===== config.mk =====
export PLATFORM = sky130hd
export DESIGN_NAME = rdcr_top
export DESIGN_NICKNAME = d
export VERILOG_FILES = /design/src/rdcr_pkg.sv /design/src/rdcr_top.sv /design/src/rdcr_ack_seq.sv
export SDC_FILE = /design/constraint.sdc
export NUM_CORES = 1
export LEC_CHECK = 0
export ABC_AREA = 1
export BUFFER_PORTS_ARGS = -buffer_cell sky130_fd_sc_hd__buf_2
export CAP_MARGIN = 15
export CORE_MARGIN = 5
export CORE_UTILIZATION = 45
export CTS_BUF_LIST = sky130_fd_sc_hd__clkbuf_8
export CTS_CLUSTER_DIAMETER = 150
export DETAILED_ROUTE_END_ITERATION = 10
export GPL_TIMING_DRIVEN = 1
export HOLD_SLACK_MARGIN = 0.05
export PLACE_DENSITY = 0.68
export SLEW_MARGIN = 20
export SYNTH_ARGS = -nofsm -noshare
export SYNTH_HDL_FRONTEND = slang
export SYNTH_SLANG_ARGS = --single-unit

===== constraint.sdc =====
create_clock -name clk_in -period 3.7 [get_ports clk_in]
set_clock_uncertainty 0.1 [all_clocks]
set_input_delay 0.37 -clock clk_in [delete_from_list [all_inputs] [get_ports clk_in]]
set_output_delay 0.37 -clock clk_in [all_outputs]
set_load 0.005 [all_outputs]

===== src/rdcr_pkg.sv =====
// Purpose: constants and types for the remote drive control register bank
// Assumes: single 20 MHz clock, register port driven by a link front end
// Notes: register indices are the decimal link addresses
package rdcr_pkg;
  localparam int unsigned DATA_W        = 16;
  localparam logic [15:0] ADDR_CTRL     = 16'h07d0;
  localparam logic [15:0] ADDR_FREQ     = 16'h07d1;
  localparam logic [15:0] CTRL_RESET    = 16'h0000;
  localparam logic [15:0] FREQ_RESET    = 16'h0000;
  localparam int unsigned BIT_ACK       = 1;
  localparam int unsigned BIT_FORCE_PI  = 4;
  localparam int unsigned BIT_FORCE_REF = 5;
  localparam int unsigned BIT_FORCE_SS  = 6;
  localparam int unsigned BIT_BLK0      = 12;
  localparam int unsigned BIT_BLK2      = 14;
  localparam int unsigned BIT_RUN       = 15;
  localparam logic [2:0]  PERM_NEVER    = 3'h0;
  localparam logic [2:0]  PERM_ALWAYS   = 3'h7;
  localparam logic signed [15:0] FREQ_MAX = 16'sh7d00;
  localparam logic signed [15:0] FREQ_MIN = -16'sh7d00;

  typedef struct packed {
    logic        wr;
    logic        rd;
    logic [15:0] addr;
    logic [15:0] wdata;
  } rdcr_req_s;

  typedef struct packed {
    logic        run;
    logic        block;
    logic        use_link_pi;
    logic        use_link_ref;
    logic        reverse;
    logic        rpm_units;
  } rdcr_drive_s;
endpackage


===== src/rdcr_top.sv =====
`timescale 1ns/1ps
// Purpose: remote control word and frequency reference register bank
// Assumes: link front end delivers decoded single-register reads and writes
// Notes: dig_in pins are synchronised; config inputs come from local logic
module rdcr_top (
  input  wire logic                 clk_in,        // 20 MHz clock
  input  wire logic                 rstn_in,       // async reset, low
  input  wire logic                 ce_in,         // clock enable
  input  wire rdcr_pkg::rdcr_req_s  req_in,        // register request
  output logic [15:0]               rdata_out,     // read data
  output logic                      rvalid_out,    // read data valid pulse
  output logic                      err_out,       // unsupported address pulse
  input  wire logic [2:0]           link_control_permission_in, // permission setting
  input  wire logic [5:0]           dig_in,        // digital input pins
  input  wire logic                 cfg_ref_link_in, // configured ref is link
  input  wire logic                 cfg_ss_link_in,  // configured start is link
  input  wire logic                 cfg_pi_link_in,  // configured PI ref is link
  input  wire logic                 local_run_in,  // configured start/stop run
  input  wire logic signed [15:0]   local_ref_in,  // configured frequency ref
  input  wire logic                 vector_mode_in, // vector control active
  input  wire logic                 fault_in,      // failure latched pulse
  output logic                      fault_out,     // failure message held
  output rdcr_pkg::rdcr_drive_s     drive_out,     // drive command bundle
  output logic [15:0]               freq_mag_out,  // reference magnitude
  output logic                      perm_out       // link control allowed
);
  import rdcr_pkg::*;

  logic [15:0] ctrl_r;
  logic [15:0] freq_r;
  logic [5:0]  dig_s1_r;
  logic [5:0]  dig_s2_r;
  logic        perm;
  logic        ack_done;
  logic        hit_ctrl;
  logic        hit_freq;
  logic        link_ref;
  logic        link_ss;
  logic        blocked;
  logic        run_cmd;
  logic signed [15:0] ref_sel;
  logic signed [15:0] ref_lim;
  logic [15:0] mag;

  function automatic logic signed [15:0] clamp_ref(input logic signed [15:0] v);
    if (v > FREQ_MAX) return FREQ_MAX;
    if (v < FREQ_MIN) return FREQ_MIN;
    return v;
  endfunction

  // only the two mapped addresses decode
  assign hit_ctrl = (req_in.addr == ADDR_CTRL);
  assign hit_freq = (req_in.addr == ADDR_FREQ);

  always_ff @(posedge clk_in or negedge rstn_in) begin
    if (!rstn_in) begin
      dig_s1_r <= 6'h00;
      dig_s2_r <= 6'h00;
    end else if (ce_in) begin
      dig_s1_r <= dig_in;
      dig_s2_r <= dig_s1_r;
    end
  end

  // permission from setting or digital input
  always_comb begin
    case (link_control_permission_in)
      PERM_NEVER:  perm = 1'b0;
      PERM_ALWAYS: perm = 1'b1;
      default:     perm = dig_s2_r[link_control_permission_in - 3'h1];
    endcase
  end

  always_ff @(posedge clk_in or negedge rstn_in) begin
    if (!rstn_in) begin
      ctrl_r <= CTRL_RESET;
    end else if (ce_in && req_in.wr && hit_ctrl) begin
      ctrl_r <= req_in.wdata;
    end
  end

  always_ff @(posedge clk_in or negedge rstn_in) begin
    if (!rstn_in) begin
      freq_r <= FREQ_RESET;
    end else if (ce_in && req_in.wr && hit_freq) begin
      freq_r <= req_in.wdata;
    end
  end

  always_ff @(posedge clk_in or negedge rstn_in) begin
    if (!rstn_in) begin
      rdata_out  <= 16'h0000;
      rvalid_out <= 1'b0;
      err_out    <= 1'b0;
    end else if (ce_in) begin
      rvalid_out <= req_in.rd && (hit_ctrl || hit_freq);
      err_out    <= (req_in.rd || req_in.wr) && !(hit_ctrl || hit_freq);
      if (req_in.rd && hit_ctrl) begin
        rdata_out <= ctrl_r;
      end else if (req_in.rd && hit_freq) begin
        rdata_out <= freq_r;
      end
    end
  end

  rdcr_ack_seq u_ack (
    .clk_in   (clk_in),
    .rstn_in  (rstn_in),
    .ce_in    (ce_in),
    .valid_in (perm),
    .bit_in   (ctrl_r[BIT_ACK]),
    .done_out (ack_done)
  );

  always_ff @(posedge clk_in or negedge rstn_in) begin
    if (!rstn_in) begin
      fault_out <= 1'b0;
    end else if (ce_in) begin
      if (fault_in) begin
        fault_out <= 1'b1;
      end else if (ack_done) begin
        fault_out <= 1'b0;
      end
    end
  end

  // control word bits gated by permission
  assign link_ref = cfg_ref_link_in || (perm && ctrl_r[BIT_FORCE_REF]);
  assign link_ss  = cfg_ss_link_in || (perm && ctrl_r[BIT_FORCE_SS]);
  assign blocked  = perm && (|ctrl_r[BIT_BLK2:BIT_BLK0]);

  always_comb begin
    if (link_ss) begin
      run_cmd = perm && ctrl_r[BIT_RUN];
    end else begin
      run_cmd = local_run_in;
    end
  end

  always_comb begin
    if (link_ref) begin
      ref_sel = perm ? $signed(freq_r) : 16'sh0000;
    end else begin
      ref_sel = local_ref_in;
    end
  end

  assign ref_lim = clamp_ref(ref_sel);
  assign mag = ref_lim[15] ? 16'(-ref_lim) : 16'(ref_lim);

  always_ff @(posedge clk_in or negedge rstn_in) begin
    if (!rstn_in) begin
      drive_out    <= '0;
      freq_mag_out <= 16'h0000;
      perm_out     <= 1'b0;
    end else if (ce_in) begin
      drive_out.run          <= run_cmd && !blocked;
      drive_out.block        <= blocked;
      drive_out.use_link_pi  <= perm && (cfg_pi_link_in || ctrl_r[BIT_FORCE_PI]);
      drive_out.use_link_ref <= link_ref;
      drive_out.reverse      <= ref_lim[15];
      drive_out.rpm_units    <= vector_mode_in;
      freq_mag_out           <= mag;
      perm_out               <= perm;
    end
  end

  property p_block_stops;
    @(posedge clk_in) disable iff (!rstn_in)
      (ce_in && blocked) |=> !drive_out.run;
  endproperty
  a_block_stops: assert property (p_block_stops) else $error("run while blocked");

  property p_limit;
    @(posedge clk_in) disable iff (!rstn_in)
      freq_mag_out <= 16'h7d00;
  endproperty
  a_limit: assert property (p_limit) else $error("reference over limit");

  property p_denied_zero;
    @(posedge clk_in) disable iff (!rstn_in)
      (ce_in && !perm && link_ref) |=> (freq_mag_out == 16'h0000);
  endproperty
  a_denied_zero: assert property (p_denied_zero) else $error("denied ref not zero");

  property p_denied_stop;
    @(posedge clk_in) disable iff (!rstn_in)
      (ce_in && !perm && link_ss) |=> !drive_out.run;
  endproperty
  a_denied_stop: assert property (p_denied_stop) else $error("denied link runs");

  property p_readback;
    @(posedge clk_in) disable iff (!rstn_in)
      (ce_in && req_in.rd && hit_ctrl) |=> (rvalid_out && rdata_out == $past(ctrl_r));
  endproperty
  a_readback: assert property (p_readback) else $error("bad readback");

  property p_unmapped;
    @(posedge clk_in) disable iff (!rstn_in)
      (ce_in && req_in.wr && !hit_ctrl && !hit_freq) |=> ($stable(ctrl_r) && $stable(freq_r));
  endproperty
  a_unmapped: assert property (p_unmapped) else $error("unmapped write changed");

  property p_write;
    @(posedge clk_in) disable iff (!rstn_in)
      (ce_in && req_in.wr && hit_freq) |=> (freq_r == $past(req_in.wdata));
  endproperty
  a_write: assert property (p_write) else $error("write lost");

  property p_ack;
    @(posedge clk_in) disable iff (!rstn_in)
      (ce_in && ack_done && !fault_in) |=> !fault_out;
  endproperty
  a_ack: assert property (p_ack) else $error("fault not erased");

  property p_perm7;
    @(posedge clk_in) disable iff (!rstn_in)
      (ce_in && link_control_permission_in == 3'h7) |=> perm_out;
  endproperty
  a_perm7: assert property (p_perm7) else $error("permission 7 not granted");

  property p_dir;
    @(posedge clk_in) disable iff (!rstn_in)
      ce_in |=> (drive_out.reverse == $past(ref_lim[15]));
  endproperty
  a_dir: assert property (p_dir) else $error("direction wrong");

  property p_read_freq;
    @(posedge clk_in) disable iff (!rstn_in)
      (ce_in && req_in.rd && hit_freq) |=> (rvalid_out && rdata_out == $past(freq_r));
  endproperty
  a_read_freq: assert property (p_read_freq) else $error("freq readback wrong");

  property p_write_ctrl;
    @(posedge clk_in) disable iff (!rstn_in)
      (ce_in && req_in.wr && hit_ctrl) |=> (ctrl_r == $past(req_in.wdata));
  endproperty
  a_write_ctrl: assert property (p_write_ctrl) else $error("ctrl write lost");

  property p_err;
    @(posedge clk_in) disable iff (!rstn_in)
      (ce_in && (req_in.rd || req_in.wr) && !hit_ctrl && !hit_freq) |=> (err_out && !rvalid_out);
  endproperty
  a_err: assert property (p_err) else $error("unmapped access not flagged");

  property p_fault_set;
    @(posedge clk_in) disable iff (!rstn_in)
      (ce_in && fault_in) |=> fault_out;
  endproperty
  a_fault_set: assert property (p_fault_set) else $error("fault not latched");

  property p_run_local;
    @(posedge clk_in) disable iff (!rstn_in)
      (ce_in && !link_ss && !blocked) |=> (drive_out.run == $past(local_run_in));
  endproperty
  a_run_local: assert property (p_run_local) else $error("local run not followed");

  property p_run_link;
    @(posedge clk_in) disable iff (!rstn_in)
      (ce_in && link_ss && perm && !blocked) |=> (drive_out.run == $past(ctrl_r[BIT_RUN]));
  endproperty
  a_run_link: assert property (p_run_link) else $error("link run not followed");

  property p_pi_denied;
    @(posedge clk_in) disable iff (!rstn_in)
      (ce_in && !perm) |=> !drive_out.use_link_pi;
  endproperty
  a_pi_denied: assert property (p_pi_denied) else $error("pi forced without permission");

  property p_force_pi;
    @(posedge clk_in) disable iff (!rstn_in)
      (ce_in && perm && ctrl_r[BIT_FORCE_PI]) |=> drive_out.use_link_pi;
  endproperty
  a_force_pi: assert property (p_force_pi) else $error("pi forcing ignored");

  property p_force_ref;
    @(posedge clk_in) disable iff (!rstn_in)
      (ce_in && perm && ctrl_r[BIT_FORCE_REF]) |=> drive_out.use_link_ref;
  endproperty
  a_force_ref: assert property (p_force_ref) else $error("ref forcing ignored");

  property p_perm0;
    @(posedge clk_in) disable iff (!rstn_in)
      (ce_in && link_control_permission_in == PERM_NEVER) |=> !perm_out;
  endproperty
  a_perm0: assert property (p_perm0) else $error("permission 0 not denied");

  property p_rpm;
    @(posedge clk_in) disable iff (!rstn_in)
      ce_in |=> (drive_out.rpm_units == $past(vector_mode_in));
  endproperty
  a_rpm: assert property (p_rpm) else $error("units flag wrong");
endmodule


===== src/rdcr_ack_seq.sv =====
`timescale 1ns/1ps
// Purpose: detect the fault acknowledge pattern low, high, low
// Assumes: bit_in sampled on every enabled clock
// Notes: one-cycle pulse on completion
module rdcr_ack_seq (
  input  wire logic clk_in,   // clock
  input  wire logic rstn_in,  // async reset, low
  input  wire logic ce_in,    // clock enable
  input  wire logic valid_in, // permission granted
  input  wire logic bit_in,   // control word bit 1
  output logic      done_out  // pulse on full sequence
);
  typedef enum logic [1:0] {ACK_IDLE, ACK_LOW, ACK_HIGH} rdcr_ack_e;
  rdcr_ack_e st_r;
  rdcr_ack_e st_nxt;

  always_comb begin
    st_nxt = st_r;
    case (st_r)
      ACK_IDLE: if (!bit_in) st_nxt = ACK_LOW;
      ACK_LOW:  if (bit_in) st_nxt = ACK_HIGH;
      ACK_HIGH: if (!bit_in) st_nxt = ACK_LOW;
      default:  st_nxt = ACK_IDLE;
    endcase
    if (!valid_in) st_nxt = ACK_IDLE;
  end

  always_ff @(posedge clk_in or negedge rstn_in) begin
    if (!rstn_in) begin
      st_r <= ACK_IDLE;
    end else if (ce_in) begin
      st_r <= st_nxt;
    end
  end

  always_ff @(posedge clk_in or negedge rstn_in) begin
    if (!rstn_in) begin
      done_out <= 1'b0;
    end else if (ce_in) begin
      done_out <= valid_in && (st_r == ACK_HIGH) && !bit_in;
    end
  end
endmodule


==> impl_metrics.tcl <==
set metrics [dict create \
    yosysWarnings 0 \
    synthDistinctLibCells 43 \
    overflow 0 \
    async_flop_share 1.000 \
    setup_viol 0 \
    via_per_inst 4.963 \
    synth-edff-count 0 \
    drive_gt1_frac 0.2808 \
    ys_top_cells_by_area "dfrtp_1, nand2_1, mux2_2" \
    die_area_um2 13050 \
    num_vias 4283 \
    core_um2 10750 \
    hold_violations 0 \
    power.leakage_nw 3.172 \
    placed_cell_area_um2 5593 \
    grt.busiest_layer "met2" \
    cp.required_ns 3.87 \
    die_w_um 114.2 \
    critPathLaunchType "primary input" \
    drc_errors 0 \
    fill_cells 1069 \
    synth.most_common_cell "nand2_1" \
    cts_buffers 9 \
    arrival_ns 3.52 \
    crit_type "in2reg" \
    grtUsageMet2 0.3177 \
    grt_pass1_wl_um 20580 \
    endpoint_kind "register" \
    first_iter_violations 214 \
    ys_ff_latch 89 \
    ys.flop_type "dfrtp_1" \
    worst_pin_slew_ns 0.9213 \
    dp_hpwl_um 9254 \
    postRouteWirelength_um 12020 \
    finalWorstPathRequiredPeriod_ns 3.355 \
    rsz0062_at_grt "no" \
    grt_antenna_before_repair 0 \
    powerDensity_nw_per_um2 355.6 \
    gp_congestion 0.9133 \
    worst-path-max-fanout 10 \
    fin_crit_sh 0.9066 \
    hold_class "in2reg" \
    root_buffer "clkbuf_8" \
    ioPinCount 110 \
    multiInputGateArea_um2 2267 \
    synth_common_cells "nand2_1, dfrtp_1, inv_1, o21ai_0, nand3_1" \
    gr-usage-met3 0.04651 \
    post_drt_wl_per_cell_um 13.93 \
    antennaDiodeCount 0 \
    clk_path_buf_depth 2 \
    io_buffers 109 \
    max-slew-margin-rel 0.3858 \
    avgSynthCellArea_um2 8.065 \
    fin_nets 790 \
    htreeDepth 3 \
    whs_ns 0.1050 \
    slew_violations 0 \
    synth_nets 678 \
    vdd_ir_drop_max_uv 199.2 \
    gr-usage-all-layers 0.1956 \
    placementRows 38 \
    die_y_um 114.2 \
    max_freq_mhz 298.1 \
    stdcell_area_um2 5831 \
    ant_nets 0 \
    status "completed" \
    cap_violations 0 \
    synth_top_area_cell "dfrtp_1" \
    clk_latency_ns 0.37 \
    grt_pass1_vias 4270 \
    netlist_area_um2 4887 \
    clkTransAtPathRegs_ns 0.09 \
    start_util 0.4548 \
    grt_max_degree 50 \
    netlist.area_leader.share 0.4557 \
    cts_tree "built" \
    cts_sinks 89 \
    synthesis.instances 606 \
    area.growth.synth_to_final_pct 19.30 \
    first_pass_iters 4 \
    p_total_mw 2.073 \
    ys_seq_area_frac 0.4557 \
    met1_usage 0.2632 \
    seq_area_um2 2227 \
]
## routing by layer
metal	vias to the layer above	wire, um
met5	-	0
met4	0	145
met3	12	707
met2	102	5760
met1	1975	5410
li1	2194	-
## through the flow
step	TNS (ns)	instances	util	worst slack [ns]
2_1_floorplan	0	606	-	0.2420
3_3_place_gp	0	845	0.5205	0.1120
3_5_place_dp	-0.2039	845	0.5205	-0.05309
4_1_cts	0	862	0.5390	0.3373
5_1_grt	0	863	0.5426	0.02977
6_report	0	863	0.5426	0.3455
## power breakdown
| group | internal, mW | switching [mW] |
|---|---|---|
| Combinational | 0.149 | 0.225 |
| Sequential | 1.02 | 0.0241 |
| Clock | 0.283 | 0.369 |
| Total | 1.46 | 0.617 |
## cells by family after synthesis
logic type | after synthesis | synth area share
adders and majority gates | 4 | 0.01024
DFF | 89 | 0.4557
muxes | 27 | 0.06221
AOI/OAI and AO/OA | 100 | 0.1255
and+or+nand+nor | 282 | 0.2501
xor gates and xnor gates | 5 | 0.008962
buffers and inverters | 99 | 0.08730
## repair_timing
item / 4_1_cts / 5_1_grt
setup endpoints to repair: 0 / 11
resized for setup: 0 / 10
endpoints found under the hold margin: 47 / 0
hold buffers: 1 / 0
buffers inserted: 0 / 1
## worst paths after layout
kind | startpoint | end | slack, ns | cells after the start
setup / recovery | link_control_permission_in[0] | freq_mag_out[10] | 0.35 | 25
min in group asynchronous | rstn_in | dig_s1_r[5] | 0.45 | 2
hold / removal | dig_in[2] | dig_s1_r[2] | 0.11 | 3
max in group asynchronous | rstn_in | dig_s2_r[1] | 2.31 | 3
setup reg to reg | dig_s2_r[5] | freq_mag_out[10] | 0.42 | 22
hold reg to reg | drive_out[0] | drive_out[0] | 0.37 | 2
## critical path: stages
cell and delay, ns:
buf_2 0.10, inv_2 0.05, ha_1 0.30, inv_1 0.08
nor2_1 0.05, nand3_1 0.07, nand2_1 0.05, nand2_1 0.06
nand2_2 0.10, buf_4 0.19, nand2_1 0.08, nand2_1 0.06
nand2_2 0.08, inv_1 0.05, nand2_1 0.06, nand3_1 0.08
o41ai_2 0.22, ha_2 0.36, clkbuf_2 0.16, nor2_1 0.17
nand2_1 0.12, o311ai_4 0.35, nand4_1 0.15, nand3_1 0.11
nand2_1 0.05
## layout make-up
cell class / count / area share
inverters: 69 / 0.04442
flip-flops and latches: 89 / 0.3820
well taps: 140 / 0.03004
clock inverters: 5 / 0.006438
multi-input cells: 418 / 0.3888
clock buffers: 11 / 0.02597
repair buffers: 131 / 0.1223
## state kept, by name, summed over array words and instances, names as in the netlist
register / count
ctrl_r: 16
dig_s1_r: 6
dig_s2_r: 6
drive_out: 6
err_out: 1
fault_out: 1
freq_mag_out: 16
freq_r: 16
perm_out: 1
rdata_out: 16
rvalid_out: 1
u_ack.done_out: 1
u_ack.st_r: 2
## layout by cell type, fill, tap and decap left out, types with 2 or more instances in the layout
master / instances
ha_1: 3
o211ai_1: 15
buf_4: 21
a21oi_2: 2
buf_2: 108
nor2_1: 24
inv_2: 3
xnor2_1: 2
clkinv_1: 2
nand4_1: 5
o211ai_2: 2
inv_1: 64
mux2_2: 27
nand2_1: 186
a31oi_1: 2
nor4_1: 4
nor2_2: 4
o21ai_1: 6
nand2_2: 4
nor3_1: 2
nand3_1: 42
nand3_2: 4
o21ai_0: 57
xor2_1: 3
nand2_4: 3
dfrtp_1: 89
clkbuf_8: 11
a21oi_1: 7
clkinvlp_4: 2
(Power assumes the default switching activity.)
